==> config.mk <==
export PLATFORM = sky130hd
export DESIGN_NAME = lfg_frame_geometry_regs
export DESIGN_NICKNAME = d
export VERILOG_FILES = /design/src/rtl/lfg_pkg.sv /design/src/rtl/lfg_geom_if.sv /design/src/rtl/lfg_frame_geometry_regs.sv /design/src/rtl/lfg_fetch_seq.sv
export VERILOG_INCLUDE_DIRS = /design/src /design/src/rtl
export SDC_FILE = /design/constraint.sdc
export NUM_CORES = 1
export LEC_CHECK = 0
export BUFFER_PORTS_ARGS = -buffer_cell sky130_fd_sc_hd__clkbuf_2
export CAP_MARGIN = 20
export CORE_MARGIN = 10
export CORE_UTILIZATION = 45
export DETAILED_ROUTE_END_ITERATION = 10
export GPL_ROUTABILITY_DRIVEN = 1
export PLACE_DENSITY = 0.69
export SLEW_MARGIN = 10
export SYNTH_ARGS = -nofsm -noshare
export SYNTH_HDL_FRONTEND = slang
export SYNTH_SLANG_ARGS = --single-unit
==> constraint.sdc <==
create_clock -name aclk -period 2.3 [get_ports aclk]
set_input_delay 0.345 -clock aclk [delete_from_list [all_inputs] [get_ports aclk]]
set_output_delay 0.345 -clock aclk [all_outputs]
set_load 0.02 [all_outputs]
==> src/rtl/lfg_defines.svh <==
// Purpose: offsets, field positions, reset values for frame geometry block
// Assumes: AXI4-Lite byte addresses
// Notes: only start address offset is fixed; others follow it
`ifndef LFG_DEFINES_SVH
`define LFG_DEFINES_SVH
`define LFG_OFS_START 16'hfa00
`define LFG_OFS_VPW 16'hfa04
`define LFG_OFS_WIDTH 16'hfa08
`define LFG_OFS_HEIGHT 16'hfa0c
`define LFG_OFS_MODE 16'hfa10
`define LFG_OFS_STATUS 16'hfa14
`define LFG_SSA_MSB 31
`define LFG_SSA_LSB 1
`define LFG_VPW_MSB 7
`define LFG_XM_MSB 9
`define LFG_XM_LSB 4
`define LFG_YM_MSB 8
`define LFG_REG_RESET 32'h00000000
`define LFG_RESP_OKAY 2'b00
`define LFG_RESP_SLVERR 2'b10
`define LFG_REGION_LSB 20
`endif

==> src/rtl/lfg_pkg.sv <==
// Purpose: types for frame geometry block
// Assumes: none
// Notes: gray modes and fetch states
package lfg_pkg;
  typedef enum logic [1:0] {
    LFG_GS_BW = 2'b00,
    LFG_GS_GRAY4 = 2'b01,
    LFG_GS_GRAY16 = 2'b10,
    LFG_GS_RSVD = 2'b11
  } lfg_gray_e;
  typedef enum logic [1:0] {
    LFG_IDLE,
    LFG_LINE,
    LFG_NEXT
  } lfg_fetch_e;
endpackage

==> src/rtl/lfg_geom_if.sv <==
// Purpose: carries programmed geometry from register file to fetch sequencer
// Assumes: single clock
// Notes: none
`timescale 1ns/1ps
`default_nettype none
interface lfg_geom_if;
  logic [31:0] start_addr;
  logic [7:0] page_word_count;
  logic [9:0] width_px;
  logic [8:0] height_minus_one;
  lfg_pkg::lfg_gray_e gray_mode_select;
  modport src (output start_addr, page_word_count, width_px, height_minus_one,
    gray_mode_select);
  modport dst (input start_addr, page_word_count, width_px, height_minus_one,
    gray_mode_select);
endinterface
`default_nettype wire

==> src/rtl/lfg_frame_geometry_regs.sv <==
// Purpose: frame geometry registers with AXI4-Lite slave and line fetch sequencer
// Assumes: software keeps image inside one 1 Mbyte region
// Notes: registers zero after reset
// Function
// Each frame's fetch starts at the start address field held in bits 31 to 1.
// Software keeps the whole image inside one 1 Mbyte region, upper bits fixed.
// Software writes zero to bit 0 of the start address register.
// The virtual page width register holds the stored width in 16-bit words in bits 7 to 0.
// Software sets the word count as pixels over 16, 8 or 4 by gray mode.
// Software programs the screen width as a multiple of 16 pixels.
// The screen width register keeps bits 9 to 4 and reads zero elsewhere.
// The screen height register keeps 9 bits and the frame has that value plus one lines.
// Gray mode codes are 00 mono, 01 four-level, 10 sixteen-level, 11 reserved.
// Each next line starts one virtual page width further in memory.
`timescale 1ns/1ps
`default_nettype none
`include "lfg_defines.svh"
module lfg_frame_geometry_regs #(
  parameter int ADDR_W = 16
) (
  // clock and reset
  input wire logic aclk,
  input wire logic aresetn,
  // axi4-lite write address
  input wire logic [ADDR_W-1:0] s_axi_awaddr,
  input wire logic s_axi_awvalid,
  output logic s_axi_awready,
  // axi4-lite write data
  input wire logic [31:0] s_axi_wdata,
  input wire logic [3:0] s_axi_wstrb,
  input wire logic s_axi_wvalid,
  output logic s_axi_wready,
  // axi4-lite write response
  output logic [1:0] s_axi_bresp,
  output logic s_axi_bvalid,
  input wire logic s_axi_bready,
  // axi4-lite read address
  input wire logic [ADDR_W-1:0] s_axi_araddr,
  input wire logic s_axi_arvalid,
  output logic s_axi_arready,
  // axi4-lite read data
  output logic [31:0] s_axi_rdata,
  output logic [1:0] s_axi_rresp,
  output logic s_axi_rvalid,
  input wire logic s_axi_rready,
  // pixel fetch side
  input wire logic frame_start,
  output logic line_req,
  input wire logic line_ack,
  output logic [31:0] line_addr,
  output logic [8:0] line_idx,
  output logic [1:0] gray_mode_select
);
  // offsets need sixteen address bits
  if (ADDR_W < 16) begin : g_addr_w_check
    $error("ADDR_W must be at least 16");
  end
  logic [31:0] start_q;
  logic [7:0] vpw_q;
  logic [5:0] width_q;
  logic [8:0] height_q;
  logic [1:0] mode_q;
  logic aw_held_q, w_held_q;
  logic [ADDR_W-1:0] awaddr_q;
  logic [31:0] wdata_q;
  logic [3:0] wstrb_q;
  logic bvalid_q, rvalid_q;
  logic [1:0] bresp_q, rresp_q;
  logic [31:0] rdata_q;
  logic frame_busy, region_err;
  lfg_geom_if geom ();
  wire do_write = aw_held_q && w_held_q && !bvalid_q;
  wire [15:0] wa = awaddr_q[15:0];
  wire [15:0] ra = s_axi_araddr[15:0];
  wire hit_start_w = (wa == `LFG_OFS_START);
  wire hit_vpw_w = (wa == `LFG_OFS_VPW);
  wire hit_width_w = (wa == `LFG_OFS_WIDTH);
  wire hit_height_w = (wa == `LFG_OFS_HEIGHT);
  wire hit_mode_w = (wa == `LFG_OFS_MODE);
  wire w_mapped = hit_start_w | hit_vpw_w | hit_width_w | hit_height_w | hit_mode_w;
  wire [31:0] wmask = {{8{wstrb_q[3]}}, {8{wstrb_q[2]}}, {8{wstrb_q[1]}}, {8{wstrb_q[0]}}};
  wire [31:0] start_merge = (start_q & ~wmask) | (wdata_q & wmask);
  wire [31:0] width_word = {22'h000000, width_q, 4'h0};
  wire [31:0] width_merge = (width_word & ~wmask) | (wdata_q & wmask);
  wire [31:0] height_merge = ({23'h000000, height_q} & ~wmask) | (wdata_q & wmask);
  wire rd_go = s_axi_arvalid && !rvalid_q;
  wire [31:0] start_rd = {start_q[`LFG_SSA_MSB:`LFG_SSA_LSB], 1'b0};
  wire r_start = (ra == `LFG_OFS_START);
  wire r_vpw = (ra == `LFG_OFS_VPW);
  wire r_width = (ra == `LFG_OFS_WIDTH);
  wire r_height = (ra == `LFG_OFS_HEIGHT);
  wire r_mode = (ra == `LFG_OFS_MODE);
  wire r_status = (ra == `LFG_OFS_STATUS);
  wire r_mapped = r_start | r_vpw | r_width | r_height | r_mode | r_status;
  wire [31:0] rd_mux =
    r_start ? start_rd :
    r_vpw ? {24'h000000, vpw_q} :
    r_width ? width_word :
    r_height ? {23'h000000, height_q} :
    r_mode ? {30'h00000000, mode_q} :
    r_status ? {30'h00000000, region_err, frame_busy} : 32'h00000000;
  assign s_axi_awready = !aw_held_q;
  assign s_axi_wready = !w_held_q;
  assign s_axi_arready = !rvalid_q;
  assign s_axi_bvalid = bvalid_q;
  assign s_axi_bresp = bresp_q;
  assign s_axi_rvalid = rvalid_q;
  assign s_axi_rresp = rresp_q;
  assign s_axi_rdata = rdata_q;
  assign geom.start_addr = {start_q[`LFG_SSA_MSB:`LFG_SSA_LSB], 1'b0};
  assign geom.page_word_count = vpw_q;
  assign geom.width_px = {width_q, 4'h0};
  assign geom.height_minus_one = height_q;
  assign geom.gray_mode_select = lfg_pkg::lfg_gray_e'(mode_q);
  assign gray_mode_select = mode_q;
  always_ff @(posedge aclk) begin
    if (!aresetn) begin
      aw_held_q <= 1'b0;
      w_held_q <= 1'b0;
      awaddr_q <= '0;
      wdata_q <= 32'h00000000;
      wstrb_q <= 4'h0;
    end else begin
      if (s_axi_awvalid && !aw_held_q) begin
        aw_held_q <= 1'b1;
        awaddr_q <= s_axi_awaddr;
      end else if (do_write) begin
        aw_held_q <= 1'b0;
      end
      if (s_axi_wvalid && !w_held_q) begin
        w_held_q <= 1'b1;
        wdata_q <= s_axi_wdata;
        wstrb_q <= s_axi_wstrb;
      end else if (do_write) begin
        w_held_q <= 1'b0;
      end
    end
  end
  always_ff @(posedge aclk) begin
    if (!aresetn) begin
      start_q <= `LFG_REG_RESET;
      vpw_q <= 8'h00;
      width_q <= 6'h00;
      height_q <= 9'h000;
      mode_q <= 2'b00;
      bvalid_q <= 1'b0;
      bresp_q <= `LFG_RESP_OKAY;
    end else begin
      if (do_write) begin
        bvalid_q <= 1'b1;
        bresp_q <= w_mapped ? `LFG_RESP_OKAY : `LFG_RESP_SLVERR;
        if (hit_start_w) start_q <= {start_merge[31:1], 1'b0};
        if (hit_vpw_w && wstrb_q[0]) vpw_q <= wdata_q[`LFG_VPW_MSB:0];
        if (hit_width_w) width_q <= width_merge[`LFG_XM_MSB:`LFG_XM_LSB];
        if (hit_height_w) height_q <= height_merge[`LFG_YM_MSB:0];
        if (hit_mode_w && wstrb_q[0] && wdata_q[1:0] != 2'b11) mode_q <= wdata_q[1:0];
      end else if (s_axi_bready) begin
        bvalid_q <= 1'b0;
      end
    end
  end
  always_ff @(posedge aclk) begin
    if (!aresetn) begin
      rvalid_q <= 1'b0;
      rdata_q <= 32'h00000000;
      rresp_q <= `LFG_RESP_OKAY;
    end else if (rd_go) begin
      rvalid_q <= 1'b1;
      rdata_q <= rd_mux;
      rresp_q <= r_mapped ? `LFG_RESP_OKAY : `LFG_RESP_SLVERR;
    end else if (s_axi_rready) begin
      rvalid_q <= 1'b0;
    end
  end
  lfg_fetch_seq u_seq (
    .aclk(aclk),
    .aresetn(aresetn),
    .geom(geom),
    .frame_start(frame_start),
    .line_req(line_req),
    .line_ack(line_ack),
    .line_addr_q(line_addr),
    .line_idx_q(line_idx),
    .frame_busy(frame_busy),
    .region_err_q(region_err)
  );
  AST_WIDTH_RSVD: assert property (@(posedge aclk) disable iff (!aresetn)
    (rvalid_q && $past(rd_go) && $past(r_width)) |-> (rdata_q[31:10] == 22'h0 && rdata_q[3:0] == 4'h0))
    else $error("width reserved bits not zero");
  AST_START_BIT0: assert property (@(posedge aclk) disable iff (!aresetn)
    do_write && hit_start_w |=> start_q[0] == 1'b0 && start_q[31:1] == $past(start_merge[31:1]))
    else $error("start address not stored");
  AST_VPW_STORE: assert property (@(posedge aclk) disable iff (!aresetn)
    do_write && hit_vpw_w && wstrb_q[0] |=> vpw_q == $past(wdata_q[7:0]))
    else $error("page width not stored");
  AST_HEIGHT_STORE: assert property (@(posedge aclk) disable iff (!aresetn)
    do_write && hit_height_w && (&wstrb_q) |=> height_q == $past(wdata_q[8:0]))
    else $error("height not stored");
  AST_MODE_RSVD: assert property (@(posedge aclk) disable iff (!aresetn)
    mode_q != 2'b11)
    else $error("reserved gray mode taken");
  AST_WRESP: assert property (@(posedge aclk) disable iff (!aresetn)
    do_write |=> bvalid_q)
    else $error("no write response");
  AST_WIDTH_STORE: assert property (@(posedge aclk) disable iff (!aresetn)
    do_write && hit_width_w && (&wstrb_q) |=> width_q == $past(wdata_q[9:4]))
    else $error("width not stored");
  AST_MODE_KEEP: assert property (@(posedge aclk) disable iff (!aresetn)
    do_write && hit_mode_w && wdata_q[1:0] == 2'b11 |=> $stable(mode_q))
    else $error("reserved gray mode write changed mode");
  AST_BAD_WRITE: assert property (@(posedge aclk) disable iff (!aresetn)
    do_write && !w_mapped |=> $stable(start_q) && $stable(vpw_q) && $stable(width_q) &&
      $stable(height_q) && $stable(mode_q) && bresp_q == `LFG_RESP_SLVERR)
    else $error("unmapped write had an effect");
  AST_BAD_READ: assert property (@(posedge aclk) disable iff (!aresetn)
    rd_go && !r_mapped |=> rdata_q == 32'h00000000 && rresp_q == `LFG_RESP_SLVERR)
    else $error("unmapped read not refused");
  AST_RRESP: assert property (@(posedge aclk) disable iff (!aresetn)
    rd_go |=> rvalid_q)
    else $error("no read response");
  AST_R_DROP: assert property (@(posedge aclk) disable iff (!aresetn)
    rvalid_q && s_axi_rready |=> !rvalid_q)
    else $error("read data held after it was taken");
  AST_B_DROP: assert property (@(posedge aclk) disable iff (!aresetn)
    bvalid_q && s_axi_bready |=> !bvalid_q)
    else $error("write response held after it was taken");
  COV_WRITE: cover property (@(posedge aclk) disable iff (!aresetn) do_write && hit_start_w);
  COV_READ: cover property (@(posedge aclk) disable iff (!aresetn) rd_go && r_status);
  COV_BAD: cover property (@(posedge aclk) disable iff (!aresetn) do_write && !w_mapped);
endmodule
`default_nettype wire

==> src/rtl/lfg_fetch_seq.sv <==
// Purpose: walks frame lines and emits line fetch addresses
// Assumes: fetch side acknowledges each line request
// Notes: address advance uses word count in bytes
`timescale 1ns/1ps
`default_nettype none
`include "lfg_defines.svh"
module lfg_fetch_seq (
  // clock and reset
  input wire logic aclk,
  input wire logic aresetn,
  // geometry
  lfg_geom_if.dst geom,
  // frame control
  input wire logic frame_start,
  // line fetch request
  output logic line_req,
  input wire logic line_ack,
  output logic [31:0] line_addr_q,
  output logic [8:0] line_idx_q,
  output logic frame_busy,
  output logic region_err_q
);
  lfg_pkg::lfg_fetch_e state_q;
  logic [31:0] line_step;
  logic last_line;
  assign line_step = {23'h000000, geom.page_word_count, 1'b0};
  assign last_line = (line_idx_q == geom.height_minus_one);
  assign line_req = (state_q == lfg_pkg::LFG_LINE);
  assign frame_busy = (state_q != lfg_pkg::LFG_IDLE);
  always_ff @(posedge aclk) begin
    if (!aresetn) begin
      state_q <= lfg_pkg::LFG_IDLE;
      line_addr_q <= 32'h00000000;
      line_idx_q <= 9'h000;
      region_err_q <= 1'b0;
    end else begin
      case (state_q)
        lfg_pkg::LFG_IDLE: begin
          if (frame_start) begin
            line_addr_q <= {geom.start_addr[31:1], 1'b0};
            line_idx_q <= 9'h000;
            region_err_q <= 1'b0;
            state_q <= lfg_pkg::LFG_LINE;
          end
        end
        lfg_pkg::LFG_LINE: begin
          if (line_ack) begin
            // every line, the last one too, must stay in the start region
            if (line_addr_q[31:`LFG_REGION_LSB] != geom.start_addr[31:`LFG_REGION_LSB]) begin
              region_err_q <= 1'b1;
            end
            state_q <= last_line ? lfg_pkg::LFG_IDLE : lfg_pkg::LFG_NEXT;
          end
        end
        lfg_pkg::LFG_NEXT: begin
          line_addr_q <= line_addr_q + line_step;
          line_idx_q <= line_idx_q + 9'h001;
          state_q <= lfg_pkg::LFG_LINE;
        end
        default: state_q <= lfg_pkg::LFG_IDLE;
      endcase
    end
  end
  AST_LINE_STEP: assert property (@(posedge aclk) disable iff (!aresetn)
    (state_q == lfg_pkg::LFG_NEXT) |=> (line_addr_q == $past(line_addr_q) + $past(line_step)))
    else $error("line address did not advance by page width");
  AST_FRAME_BASE: assert property (@(posedge aclk) disable iff (!aresetn)
    (state_q == lfg_pkg::LFG_IDLE && frame_start) |=>
      (line_addr_q == {$past(geom.start_addr[31:1]), 1'b0} && line_idx_q == 9'h000))
    else $error("frame did not start at start address");
  AST_LINE_COUNT: assert property (@(posedge aclk) disable iff (!aresetn)
    (line_req && line_ack && last_line) |=> (state_q == lfg_pkg::LFG_IDLE))
    else $error("frame did not end after height plus one lines");
  AST_ADDR_EVEN: assert property (@(posedge aclk) disable iff (!aresetn)
    line_req |-> (line_addr_q[0] == 1'b0))
    else $error("odd fetch address");
  AST_GRAY_LEGAL: assert property (@(posedge aclk) disable iff (!aresetn)
    geom.gray_mode_select != lfg_pkg::LFG_GS_RSVD)
    else $error("reserved gray mode reached fetch side");
  AST_WIDTH_ALIGN: assert property (@(posedge aclk) disable iff (!aresetn)
    geom.width_px[3:0] == 4'h0)
    else $error("panel width not a whole multiple of sixteen");
  COV_FRAME_END: cover property (@(posedge aclk) disable iff (!aresetn)
    line_req && line_ack && last_line);
  COV_MULTI_LINE: cover property (@(posedge aclk) disable iff (!aresetn)
    (state_q == lfg_pkg::LFG_NEXT) ##2 (state_q == lfg_pkg::LFG_NEXT));
endmodule
`default_nettype wire

==> impl_metrics.json <==
{
  "status": "finished clean",
  "relSlewSlack_pct": 52.5,
  "clk_pin_slew_ns": 0.07,
  "grt_pass1_wl_um": 41300,
  "portBuffers": 158,
  "cp-end-kind": "flip-flop",
  "synth_seq_cells": 189,
  "finalCriticalPeriod_ns": 2.28,
  "synthCells": 1067,
  "timing.rr.end": "u_seq.line_addr_q[27]",
  "powerDensity_nw_per_um2": 660,
  "drc_errors": 0,
  "cp_max_fo": 3,
  "die_h_um": 160,
  "ys.warnings.count": 0,
  "setup_slack_ns": 0.0195,
  "pwr-share-seq_pct": 48.9,
  "slew_viol_final": 0,
  "p_sw_mw": 1.73,
  "hold_buffers": 0,
  "path_common_cell": "a311oi_1",
  "drtIter0Drc": 674,
  "grt_max_degree": 74,
  "pwr-share-clk_pct": 42.0,
  "syn_area_um2": 8820,
  "setup-violations-final": 0,
  "die-area_um2": 25600,
  "cp-startpoint": "u_seq.line_addr_q[1]",
  "wl_per_cell_um": 17.0,
  "core_um2": 19400,
  "crit_slowest_cell": "dfxtp_4",
  "rrSetupSlack_ns": 0.02,
  "worstSkewPairLatency_ns": 0.43,
  "cts_sinks": 189,
  "final_common_cell": "nand2_1",
  "async_flop_share_pct": 0,
  "irDropWorstVdd_v": 0.000427,
  "hold_viol_final": 0,
  "rr_worst_depth": 9,
  "swShare_pct": 24.4,
  "antenna_found_initial": 0,
  "r2r_start": "u_seq.line_addr_q[1]",
  "yosysUniqueCellTypes": 67,
  "rsz0062_at_grt": "true",
  "rows": 51,
  "placed_area_um2": 10100,
  "clockRootBuffer": "clkbuf_16",
  "required_ns": 2.64,
  "gr-total-overflow": 0,
  "internal_power_mw": 5.34,
  "synth_edf_count": 0,
  "crit_chain": "ha_4 > inv_2 > fa_2 > nand2b_4 > a21o_1 > a211oi_4 > nor3b_2 > a311oi_1 > a311oi_1",
  "place_congestion": 0.886,
  "final_nets": 1307,
  "vias": 8157,
  "dieWidth_um": 160,
  "worst_pin_slew_ns": 0.710,
  "worst_clock_skew_ns": 0.00902,
  "finalCritPeriodShare_pct": 99.2,
  "cts_tree": "built",
  "ant_nets": 0,
  "io_pins": 162,
  "max_freq_mhz": 439,
  "syn_area_per_cell_um2": 8.26,
  "cts_inserted_buffers": 17,
  "worstPathArrival_ns": 2.62,
  "crit_end": "u_seq.line_addr_q[27]",
  "start_kind": "flip-flop",
  "final_cell_mix": "nand2_1 (243), dfxtp_1 (185), clkbuf_2 (157)",
  "pwr-share-comb_pct": 9.1,
  "postLayoutCellArea_um2": 10700,
  "grt_use_total_pct": 19.4,
  "grt_pass1_vias": 7695,
  "drtPass1Iterations": 6,
  "htree_levels": 4,
  "routed_wirelength_um": 25400,
  "slowest_delay_ns": 0.36,
  "synthToLayoutAreaGrowth_pct": 21.4,
  "drv_cap": 0,
  "cts_buffer_depth": 2,
  "drive_gt1_share_pct": 23.8,
  "hold_path_class": "input port to flip-flop",
  "hold_depth": 3,
  "place_hpwl_um": 18900,
  "power_mw": 7.07,
  "ys_seq_area_share_pct": 42.9,
  "leakage_nw": 4.19,
  "finalSetupTns_ns": 0,
  "dp_slack_ns": -0.0123,
  "num_antenna_cells": 0,
  "hold_ws_ns": 0.143,
  "worst-setup-path-type": "flip-flop to flip-flop",
  "start_util_pct": 45.5,
  "via_per_inst": 5.45,
  "ys.flop_type": "dfxtp_1"
}
## sequential cells by signal, indices dropped and copies added, names as in the netlist, 2 cells and up
signal / cells
u_seq.state_q: 2
start_q: 31
geom.height_minus_one: 9
awaddr_q: 16
u_seq.line_idx_q: 9
geom.page_word_count: 8
width_q: 6
s_axi_rdata: 32
u_seq.line_addr_q: 31
wstrb_q: 4
wdata_q: 32
gray_mode_select: 2
## through the flow
step           utilization (%)  instances
2_1_floorplan                -       1069
3_3_place_gp              51.9       1465
3_5_place_dp              51.9       1465
4_1_cts                   55.0       1495
5_1_grt                   55.2       1496
6_report                  55.2       1496
## cell usage after synthesis (13+ instances only)
| cell | instances | area, um2 |
|---|---|---|
| nor3_1 | 15 | 75.1 |
| o221ai_1 | 13 | 114 |
| a21oi_2 | 20 | 175 |
| mux2i_1 | 30 | 300 |
| xor2_1 | 16 | 140 |
| a21boi_0 | 57 | 428 |
| nor2_1 | 36 | 135 |
| nand3_1 | 61 | 305 |
| nand2_1 | 243 | 912 |
| clkbuf_1 | 57 | 214 |
| xnor2_1 | 21 | 184 |
| o211ai_1 | 13 | 97.6 |
| o21ai_0 | 73 | 365 |
| nor2b_1 | 26 | 163 |
| dfxtp_1 | 189 | 3780 |
| a21oi_1 | 29 | 145 |
## how the worst min path moves through the flow
stage / from / end
after detailed placement: width_q[5] / width_q[5]
final: s_axi_awaddr[5] / awaddr_q[5]
after CTS: s_axi_awaddr[1] / awaddr_q[1]
after global placement: awaddr_q[8] / awaddr_q[8]
after global routing: s_axi_awaddr[1] / awaddr_q[1]
after floorplan: width_q[4] / width_q[4]
## power groups by stage
stage	Clock, mW	Combinational [mW]	Sequential (mW)
CTS	3.00	0.642	3.46
global placement	0	0.634	3.53
finish	2.97	0.641	3.46
global route	3.15	0.708	3.47
detailed placement	0	0.640	3.53
floorplan	0	0.371	3.54
## layout make-up
type                       instances  area [um2]
clock buffer                      19         443
clock inverter                    11         144
fill                            1833        8690
inverter                          11        41.3
multi-input combinational        790        4710
sequential                       189        3790
tap                              265         332
timing repair buffer             211        1240
## metal layers
layer	wire, um	global-route usage [%]
met5	0	0
met4	446	5.68
met3	2000	4.68
met2	11300	28.9
met1	11700	27.2
## cells by family after synthesis
kind of cell | share of synthesized area (%)
compound gates | 20.1
xor+xnor | 3.67
fa+ha+maj | 1.50
buf+inv | 4.31
flops | 42.9
mux | 3.79
other cells | 0.0425
simple gates | 23.7
## timing repair
item	4_1_cts	5_1_grt
pin swaps	2	7
buffers inserted	0	1
resized for setup	0	10
setup endpoints to repair	2	15
## worst max-delay path, delay by kind of cell, from the launching register on
| kind | cells | cell delay [ns] |
|---|---|---|
| simple gates | 2 | 0.39 |
| compound gates | 4 | 0.91 |
| fa+ha+maj | 2 | 0.49 |
| buf+inv | 1 | 0.04 |
| flops | 1 | 0.36 |
Power figures use the tool's default switching activity.
